[src/core/pw_err_hc_defs.vh]
// Register map, field layout and reset values for the posted-write error
// capture, vendor identity and upper host control register block.
// Assumes byte addressing on a 32-bit AXI4-Lite bus, aligned words only.
`ifndef PW_ERR_HC_DEFS_VH
`define PW_ERR_HC_DEFS_VH

// Register byte offsets
`define OFS_FAILED_WRITE 8'h3c
`define OFS_VENDOR_IDENTITY 8'h40
`define OFS_HC_SET 8'h50
`define OFS_HC_CLEAR 8'h54
`define OFS_IRQ_STATUS 8'h60
`define OFS_IRQ_MASK 8'h64
`define ADDR_BITS 8

// Error capture field positions
`define FW_BUS_HI 31
`define FW_BUS_LO 22
`define FW_NODE_HI 21
`define FW_NODE_LO 16
`define FW_OFS_HI 15
`define FW_OFS_LO 0

// Host control bit positions
`define HC_SWAP_DISABLE 30
`define HC_PHY_CONFIG_PERMIT 23

// Reset values
`define FAILED_WRITE_RST 32'h0000_0000
`define SWAP_DISABLE_RST 1'h0
`define PERMIT_RST 1'h0
`define IRQ_STATUS_RST 2'h0
`define IRQ_MASK_RST 2'h0

// Identity code returned at the vendor offset; the value is arbitrary
`define VENDOR_IDENTITY_VALUE 32'h5a5a_0001

// Interrupt status bit positions
`define IRQ_FAILED_WRITE 0
`define IRQ_PERMIT_LOADED 1

// AXI responses
`define RESP_OKAY 2'h0
`define RESP_SLVERR 2'h2

`endif

[src/core/pw_err_hc_regs.v]
// Posted-write error capture, vendor identity and host control bits 31..23,
// reached over an AXI4-Lite slave, with a level interrupt.
// Assumes error events and EEPROM load pulses are on i_clock already.
// Assumes control bits 22..0 and the lower offset word live in other blocks.
// What this block does
// - Failed posted write updates the capture register
// - Upper half holds bus and node number
// - Lower half holds destination offset upper bits
// - Capture is read-only, hardware-updated, undefined after reset
// - Vendor identity reads fixed constant, writes ignored
// - Set address sets ones, clear address clears
// - Bits 31 and 29..24 read zero always
// - Bit 30 selects data byte swap
// - Bit 23 loaded from EEPROM, clear only
`timescale 1ns/100ps
`include "pw_err_hc_defs.vh"

module pw_err_hc_regs (
  input wire i_clock,
  input wire i_rst,
  // AXI4-Lite write address
  input wire i_s_axi_awvalid,
  output reg o_s_axi_awready,
  input wire [31:0] i_s_axi_awaddr,
  // Protection attributes are accepted and not used
  input wire [2:0] i_s_axi_awprot,
  // AXI4-Lite write data
  input wire i_s_axi_wvalid,
  output reg o_s_axi_wready,
  input wire [31:0] i_s_axi_wdata,
  input wire [3:0] i_s_axi_wstrb,
  // AXI4-Lite write response
  output reg o_s_axi_bvalid,
  input wire i_s_axi_bready,
  output reg [1:0] o_s_axi_bresp,
  // AXI4-Lite read address
  input wire i_s_axi_arvalid,
  output reg o_s_axi_arready,
  input wire [31:0] i_s_axi_araddr,
  // Protection attributes are accepted and not used
  input wire [2:0] i_s_axi_arprot,
  // AXI4-Lite read data
  output reg o_s_axi_rvalid,
  input wire i_s_axi_rready,
  output reg [31:0] o_s_axi_rdata,
  output reg [1:0] o_s_axi_rresp,
  // Posted-write failure report, one-cycle strobe with its payload
  input wire i_pw_fail,
  input wire [9:0] i_pw_fail_bus,
  input wire [5:0] i_pw_fail_node,
  input wire [15:0] i_pw_fail_offset_hi,
  // EEPROM loader, one-cycle strobe with the loaded permit value
  input wire i_eeprom_load,
  input wire i_eeprom_permit,
  // Control outputs to the rest of the controller
  output reg o_swap_disable,
  output reg o_phy_enhance_config_permit,
  output reg o_irq
);

  // Capture register, one word so all fields move together
  reg [31:0] failed_write_ff;
  reg [31:0] nxt_failed_write;
  // Upper host control flags
  reg swap_disable_ff;
  reg permit_ff;
  reg nxt_swap_disable;
  reg nxt_permit;
  // Sticky interrupt status and mask
  reg [1:0] irq_status_ff;
  reg [1:0] irq_mask_ff;
  reg [1:0] nxt_irq_status;
  reg [1:0] nxt_irq_mask;
  // Captured write address and data
  // Held until both halves are in, so either may come first
  reg aw_held_ff;
  reg w_held_ff;
  reg [`ADDR_BITS-1:0] aw_addr_ff;
  reg [31:0] w_data_ff;
  reg [3:0] w_strb_ff;
  // Address decode helpers
  wire [`ADDR_BITS-1:0] ar_ofs;
  wire ar_aligned;
  wire do_write;
  wire do_read;
  wire wr_set;
  wire wr_clr;
  wire wr_mask;
  wire rd_status;
  // Readback words
  wire [31:0] hc_word;
  reg [31:0] rd_word;
  reg rd_ok;

  // Read decode uses the live address, which the master holds while waiting
  assign ar_ofs = i_s_axi_araddr[`ADDR_BITS-1:0];
  // Upper address bits must be zero, else the access is unmapped
  assign ar_aligned = (i_s_axi_araddr[31:`ADDR_BITS] == 24'h00_0000);
  // Write fires once both halves are held and no response is pending
  assign do_write = aw_held_ff & w_held_ff & ~o_s_axi_bvalid;
  // A read is taken on the edge where valid meets ready
  assign do_read = i_s_axi_arvalid & o_s_axi_arready;
  // Each write strobe needs the held address to match exactly
  assign wr_set = do_write & (aw_addr_ff == `OFS_HC_SET);
  assign wr_clr = do_write & (aw_addr_ff == `OFS_HC_CLEAR);
  assign wr_mask = do_write & (aw_addr_ff == `OFS_IRQ_MASK);
  // Only an in-range status read clears the sticky bits
  assign rd_status = do_read & ar_aligned & (ar_ofs == `OFS_IRQ_STATUS);

  // Readback word: reserved bits tied to zero
  assign hc_word = {
    1'b0, // Bit 31 reserved
    swap_disable_ff, // Bit 30
    6'h00, // Bits 29..24 reserved
    permit_ff, // Bit 23
    23'h00_0000 // Bits 22..0 belong to another block
  };

  // Write channel capture; address and data may arrive in either order
  always @(posedge i_clock) begin
    if (i_rst) begin
      // Channels start idle; readiness returns one edge after release
      aw_held_ff <= 1'b0;
      w_held_ff <= 1'b0;
      aw_addr_ff <= 8'h00;
      w_data_ff <= 32'h0000_0000;
      w_strb_ff <= 4'h0;
      o_s_axi_awready <= 1'b0;
      o_s_axi_wready <= 1'b0;
      o_s_axi_bvalid <= 1'b0;
      o_s_axi_bresp <= `RESP_OKAY;
    end else begin
      // Ready is offered only while that half is still empty
      // The take edge drops ready, so a held valid is not taken twice
      o_s_axi_awready <= ~aw_held_ff & ~(i_s_axi_awvalid & o_s_axi_awready);
      o_s_axi_wready <= ~w_held_ff & ~(i_s_axi_wvalid & o_s_axi_wready);
      if (i_s_axi_awvalid & o_s_axi_awready) begin
        // Address half taken; kept until the write is applied
        aw_held_ff <= 1'b1;
        // Out-of-range upper bits map to an address that decodes nowhere
        aw_addr_ff <= (i_s_axi_awaddr[31:`ADDR_BITS] == 24'h00_0000) ?
                      i_s_axi_awaddr[`ADDR_BITS-1:0] : 8'hff;
      end
      if (i_s_axi_wvalid & o_s_axi_wready) begin
        // Data half taken, strobes kept with it
        w_held_ff <= 1'b1;
        w_data_ff <= i_s_axi_wdata;
        w_strb_ff <= i_s_axi_wstrb;
      end
      if (do_write) begin
        // Both halves present: apply now and raise the response
        aw_held_ff <= 1'b0;
        w_held_ff <= 1'b0;
        o_s_axi_awready <= 1'b0;
        o_s_axi_wready <= 1'b0;
        o_s_axi_bvalid <= 1'b1;
        // Read-only registers accept and ignore writes; unmapped errors
        case (aw_addr_ff)
          `OFS_FAILED_WRITE, `OFS_VENDOR_IDENTITY, `OFS_HC_SET, `OFS_HC_CLEAR,
          `OFS_IRQ_STATUS, `OFS_IRQ_MASK: o_s_axi_bresp <= `RESP_OKAY;
          // Anything else is unmapped and reports an error
          default: o_s_axi_bresp <= `RESP_SLVERR;
        endcase
      end else if (o_s_axi_bvalid & i_s_axi_bready) begin
        // Master took the response; the next write may apply
        o_s_axi_bvalid <= 1'b0;
      end
    end
  end

  // Control flag next values: set, clear and EEPROM load
  always @* begin
    // Hold by default so idle cycles keep the flags
    nxt_swap_disable = swap_disable_ff;
    nxt_permit = permit_ff;
    // Set and clear sit at separate addresses, so no write does both
    // Byte lane 3 carries bits 31..24, lane 2 carries bit 23
    if (wr_set & w_strb_ff[3] & w_data_ff[`HC_SWAP_DISABLE]) begin
      nxt_swap_disable = 1'b1;
    end
    if (wr_clr & w_strb_ff[3] & w_data_ff[`HC_SWAP_DISABLE]) begin
      nxt_swap_disable = 1'b0;
    end
    // Permit can only be cleared by software; set-address writes ignored
    if (wr_clr & w_strb_ff[2] & w_data_ff[`HC_PHY_CONFIG_PERMIT]) begin
      nxt_permit = 1'b0;
    end
    // EEPROM load wins over a same-cycle software clear
    if (i_eeprom_load) begin
      nxt_permit = i_eeprom_permit;
    end
  end

  // Capture of a failed posted write, all fields in one step
  // A single word register means a read can never mix two failures
  always @* begin
    // Hold the last failure until the next one replaces it
    nxt_failed_write = failed_write_ff;
    if (i_pw_fail) begin
      // Requester bus and node in the upper half
      nxt_failed_write[`FW_BUS_HI:`FW_BUS_LO] = i_pw_fail_bus;
      nxt_failed_write[`FW_NODE_HI:`FW_NODE_LO] = i_pw_fail_node;
      // Upper destination offset bits in the lower half
      nxt_failed_write[`FW_OFS_HI:`FW_OFS_LO] = i_pw_fail_offset_hi;
    end
  end

  // Interrupt status: events set, a read clears, set wins the tie
  always @* begin
    nxt_irq_status = irq_status_ff;
    // A read of the status word clears every bit
    if (rd_status) begin
      nxt_irq_status = 2'h0;
    end
    // Events come after the clear, so one landing on the read is not lost
    if (i_pw_fail) begin
      nxt_irq_status[`IRQ_FAILED_WRITE] = 1'b1;
    end
    // Bit 1 records that the loader has delivered the permit value
    if (i_eeprom_load) begin
      nxt_irq_status[`IRQ_PERMIT_LOADED] = 1'b1;
    end
  end

  // Interrupt mask: plain read-write bits behind the lowest byte lane
  always @* begin
    nxt_irq_mask = irq_mask_ff;
    if (wr_mask & w_strb_ff[0]) begin
      // Only the two defined bits are kept
      nxt_irq_mask = w_data_ff[1:0];
    end
  end

  // State registers
  always @(posedge i_clock) begin
    if (i_rst) begin
      // Capture content is don't-care after reset; zero keeps sims clean
      failed_write_ff <= `FAILED_WRITE_RST;
      // Swap flag has no defined start value; zero gives a known one
      swap_disable_ff <= `SWAP_DISABLE_RST;
      // Permit stays low until the loader reports in
      permit_ff <= `PERMIT_RST;
      irq_status_ff <= `IRQ_STATUS_RST;
      irq_mask_ff <= `IRQ_MASK_RST;
      o_swap_disable <= `SWAP_DISABLE_RST;
      o_phy_enhance_config_permit <= `PERMIT_RST;
      o_irq <= 1'b0;
    end else begin
      failed_write_ff <= nxt_failed_write;
      swap_disable_ff <= nxt_swap_disable;
      permit_ff <= nxt_permit;
      irq_status_ff <= nxt_irq_status;
      irq_mask_ff <= nxt_irq_mask;
      o_swap_disable <= nxt_swap_disable;
      // Downstream enhancement logic gates on this copy
      o_phy_enhance_config_permit <= nxt_permit;
      // Next values feed the line, so it is not a cycle behind the status
      o_irq <= |(nxt_irq_status & nxt_irq_mask);
    end
  end

  // Read data mux
  always @* begin
    rd_word = 32'h0000_0000;
    rd_ok = ar_aligned;
    // Decoded from the live address and latched on the take edge
    case (ar_ofs)
      // Last stored failure; undefined until the first one arrives
      `OFS_FAILED_WRITE: rd_word = failed_write_ff;
      // Fixed identity code, no writable state behind it
      `OFS_VENDOR_IDENTITY: rd_word = `VENDOR_IDENTITY_VALUE;
      // Both control addresses return the same flag word
      `OFS_HC_SET, `OFS_HC_CLEAR: rd_word = hc_word;
      // Status and mask carry two bits each
      `OFS_IRQ_STATUS: rd_word = {30'h0, irq_status_ff};
      `OFS_IRQ_MASK: rd_word = {30'h0, irq_mask_ff};
      // Unmapped offsets read zero and answer with an error
      default: rd_ok = 1'b0;
    endcase
  end

  // Read channel: one read in flight, answer one cycle after the take
  always @(posedge i_clock) begin
    if (i_rst) begin
      // Idle with no answer pending
      o_s_axi_arready <= 1'b0;
      o_s_axi_rvalid <= 1'b0;
      o_s_axi_rdata <= 32'h0000_0000;
      o_s_axi_rresp <= `RESP_OKAY;
    end else begin
      // Ready drops on the take edge and stays low while the answer stands
      o_s_axi_arready <= ~o_s_axi_rvalid & ~do_read;
      if (do_read) begin
        // Unmapped reads return zero data with an error code
        o_s_axi_rvalid <= 1'b1;
        o_s_axi_rdata <= rd_ok ? rd_word : 32'h0000_0000;
        o_s_axi_rresp <= rd_ok ? `RESP_OKAY : `RESP_SLVERR;
      end else if (o_s_axi_rvalid & i_s_axi_rready) begin
        // Answer retired on the rready edge
        o_s_axi_rvalid <= 1'b0;
      end
    end
  end

endmodule // pw_err_hc_regs

[config.mk]
export PLATFORM = sky130hd
export DESIGN_NAME = pw_err_hc_regs
export DESIGN_NICKNAME = d
export VERILOG_FILES = /design/src/core/pw_err_hc_regs.v
export VERILOG_INCLUDE_DIRS = /design/src /design/src/core
export SDC_FILE = /design/constraint.sdc
export NUM_CORES = 1
export LEC_CHECK = 0
export ABC_CLOCK_PERIOD_IN_PS = 5900
export BUFFER_PORTS_ARGS = -buffer_cell sky130_fd_sc_hd__buf_2
export CAP_MARGIN = 15
export CORE_MARGIN = 1
export CORE_UTILIZATION = 49
export DETAILED_ROUTE_END_ITERATION = 16
export PLACE_DENSITY_LB_ADDON = 0.05
export SETUP_SLACK_MARGIN = 0.3
export SYNTH_ARGS = -nofsm -noshare
export SYNTH_HDL_FRONTEND = slang
export SYNTH_SLANG_ARGS = --single-unit
[constraint.sdc]
create_clock -name i_clock -period 5.9 [get_ports i_clock]
set_input_delay 1.18 -clock i_clock [delete_from_list [all_inputs] [get_ports i_clock]]
set_output_delay 1.18 -clock i_clock [all_outputs]
set_load 0.005 [all_outputs]
==> results.md <==
- Category of the worst setup path capture point: register
- Post-detailed-route via-to-cell ratio: 5.16
- Count of hold buffers inserted by post-cts repair: 0
- Post-route clock period utilization: 52.0%
- Initial drt markers: 121
- Setup slack on the worst flop-to-flop path: 4.08 ns
- Arrival time of the worst setup path: 3.35 ns
- Setup WS pre-CTS: 2.45 ns
- Tmin final: 3.07 ns
- Hold Violations, Final: 0
- Initial antenna violation count: 1
- Remaining global-route overflow: 0
- Static leakage: 2.22 nW
- Critical path start-end classification: input pin to register
- Req. time, crit path: 6.18 ns
- Type of element launching the critical path: input pin
- Number of ports placed on the die boundary: 192
- TritonCTS Sinks: 95
- Remaining antenna violation count: 0
- Maximum root-to-sink buffer count: 2
- Worst Path Max Fanout: 12
- Hold Crit Depth: 1
- Slew Limit Headroom: 28.7%
- Core region area: 7330 um2
- Maximum single-stage delay on the critical path: 0.69 ns
- Cell-by-cell listing of the critical path: buf_2 -> or4b_4 -> or4_4 -> a311oi_4 -> nand2_2 -> a21oi_2
- Clock Skew: 0.00961 ns
- Post-CTS Repair Setup Buffers: 0
- H-Tree Level Count: 3
- Worst-case hold path end point: o_s_axi_wready$_SDFF_PP0_
- Die Area: 7990 um2
- Start of the worst register-to-register path: o_s_axi_arready$_SDFF_PP0_
- Kind of path behind the tightest hold check: register to register
- Number of maximum-capacitance constraint violations: 0
- Top area cells in the synthesized netlist: sky130_fd_sc_hd__dfxtp_1, sky130_fd_sc_hd__mux2i_1, sky130_fd_sc_hd__nor2_1, sky130_fd_sc_hd__a22oi_1, sky130_fd_sc_hd__nor3_1
- Pin count of the biggest net entering global routing: 49
- Library cell contributing the largest single delay on the critical path: sky130_fd_sc_hd__a311oi_4
- Accumulated negative setup slack: 0 ns
- Leading cell type in the layout, fill and taps excluded: sky130_fd_sc_hd__buf_2
- Area post-placement: 4550 um2
- Pins Over Slew Limit: 0
- Mapped Cells: 400
- Post-CTS Resized: 0
- Clock tree from TritonCTS: yes
- Synth top area share: 50.8%
- Clock tree root driver cell: sky130_fd_sc_hd__clkbuf_8
- Placer congestion estimate: 0.752
- Post-layout net count: 689
- Final setup slack of the worst path: 2.83 ns
- Reg2Reg Depth: 5
- Routed Wire Length: 8360 um
- Quantity of I/O buffers inserted on ports: 154
- Result of the run: finished clean
- Number of core rows: 31
- Synthesized flop and latch total: 95
- Layout cells sized above 1: 34.8%
- Hold path start: w_held_ff$_SDFFE_PP0P_
- Clock-pin slew on the worst setup and hold paths: 0.09 ns
- Final design area excluding fillers: 4730 um2
- Power per Cell Area: 247 nW/um2
- Worst Tran Pin Value: 1.06 ns
- Distinct cell type count of the synthesized netlist: 45
- Asr flop ratio synth: 0%
- Global-route wire length before repair: 13,100 um
- Drt wl/cell: 12.9 um
- Post-route insts no fill: 646
- Detailed-route DRC error count: 0
- Layout Area Growth over Synthesis: 26.3%
- Worst flop-to-flop path endpoint: o_s_axi_rdata[30]$_SDFFE_PP0P_
- Highest Clock Rate: 0.326 GHz
- Warnings from Yosys: 0
- Sum of buffers and inverters on the critical path: 1
- Cell total after placement: 629
- Worst vdd rail ir drop: 131 uV
- Via count: 3,336
- Total half-perimeter wirelength after legalization and detailed placement: 6050 um
- DRT Pass-1 Iters: 5
- Clock buffers created by TritonCTS: 9
- Width of the die: 89.4 um
- Tot GR Track Use: 21.1%
- Post-Synthesis Cell Area: 3740 um2
- Worst-Skew Late Latency: 0.34 ns
- Synthesized area per cell: 9.36 um2
- Die height: 89.4 um
- Top cell type by total area after synthesis: sky130_fd_sc_hd__dfxtp_1
- Top_reg_cell synth: sky130_fd_sc_hd__dfxtp_1
- Number of global-route vias before repair: 2,921
- Number of flops mapped to enable cells by yosys: 0
- Effective utilization at floorplan: 51.1%
- CP delay by family, top: simple AND/OR/NAND/NOR gates
- RSZ-0062 raised after global routing: false
- Seq/Total Area, Yosys: 50.8%
- Total of endpoints with negative setup slack in the final report: 0
- Highest-count cells in the layout ignoring fill and taps: sky130_fd_sc_hd__buf_2, sky130_fd_sc_hd__dfxtp_1, sky130_fd_sc_hd__nor2_1
-- Yosys cell counts, drive strengths merged, types with 2 or more instances --
master and count:
nand4 4, nand3b 2, nor4 13, nor3 26, and2 3, nor2 84, nand2 20, a22o 2
dfxtp 95, o21ai 3, a21oi 11, or3 2, nand2b 3, inv 4, a22oi 31, nand3 4
a311oi 2, nor3b 3, a21o 8, mux2i 35, clkbuf 21, nor2b 2, buf 7
-- sequential cells by signal, summed over array words and instances (netlist names), 2 cells and up --
register / flops
failed_write_ff: 32
aw_addr_ff: 8
w_data_ff: 4
irq_mask_ff: 2
o_s_axi_rdata: 32
irq_status_ff: 2
w_strb_ff: 3
-- through the flow --
stage / power (mW) / util, % / hold slack (ns)
2_1_floorplan: 0.754 / - / 0.418
3_3_place_gp: 0.805 / 62.1 / 0.431
3_5_place_dp: 0.809 / 62.1 / 0.437
4_1_cts: 1.18 / 64.4 / 0.452
5_1_grt: 1.22 / 64.5 / 0.481
6_report: 1.17 / 64.5 / 0.447
-- final cells by class --
| type | count | area (um2) |
|---|---|---|
| Antenna cell | 1 | 2.50 |
| Clock buffer | 10 | 128 |
| Clock inverter | 6 | 47.5 |
| Fill cell | 664 | 2600 |
| Inverter | 4 | 15.0 |
| Multi-Input combinational cell | 274 | 1720 |
| Sequential cell | 95 | 1900 |
| Tap cell | 99 | 124 |
| Timing Repair Buffer | 157 | 793 |
-- per-layer routing --
| layer | up-vias | track usage, % | share of wire, % | wire length [um] |
|---|---|---|---|---|
| li1 | 1692 | - | - | - |
| met1 | 1531 | 25.5 | 45 | 3800 |
| met2 | 102 | 37.6 | 49 | 4070 |
| met3 | 11 | 4.16 | 4.5 | 379 |
| met4 | 0 | 7.07 | 1.3 | 109 |
| met5 | - | 0 | 0 | 0 |
-- where the power goes --
group	leakage [nW]	switching, mW	internal, mW
combinational	1.36	0.0574	0.0555
sequential	0.776	0.0141	0.666
clock	0.0747	0.221	0.155
total	2.22	0.293	0.876
-- how the worst max path moves through the flow --
| stage | start | to | slack (ns) | cells after the start |
|---|---|---|---|---|
| global placement | i_s_axi_araddr[1] | o_s_axi_rdata[30]$_SDFFE_PP0P_ | 2.46 | 6 |
| global route | i_s_axi_araddr[1] | o_s_axi_rdata[17]$_SDFFE_PP0P_ | 2.76 | 6 |
| detailed placement | i_s_axi_araddr[1] | o_s_axi_rdata[30]$_SDFFE_PP0P_ | 2.45 | 6 |
| CTS | i_s_axi_araddr[1] | o_s_axi_rdata[17]$_SDFFE_PP0P_ | 2.83 | 6 |
| floorplan | i_s_axi_araddr[1] | o_s_axi_rdata[30]$_SDFFE_PP0P_ | 2.99 | 6 |
| finish | i_s_axi_araddr[1] | o_s_axi_rdata[30]$_SDFFE_PP0P_ | 2.83 | 6 |
-- logic make-up (layout without fill, tap and decap cells) --
family | Yosys count | in the layout | synth area share (%)
buffers and inverters | 32 | 177 | 3.81
multiplexers | 36 | 36 | 9.66
AND/OR/NAND/NOR | 174 | 174 | 22.1
other | 1 | 3 | 0.100
AO/OA/AOI/OAI | 62 | 62 | 13.5
flip-flops | 95 | 95 | 50.8
Note: power is estimated with default switching activity, not from simulation.
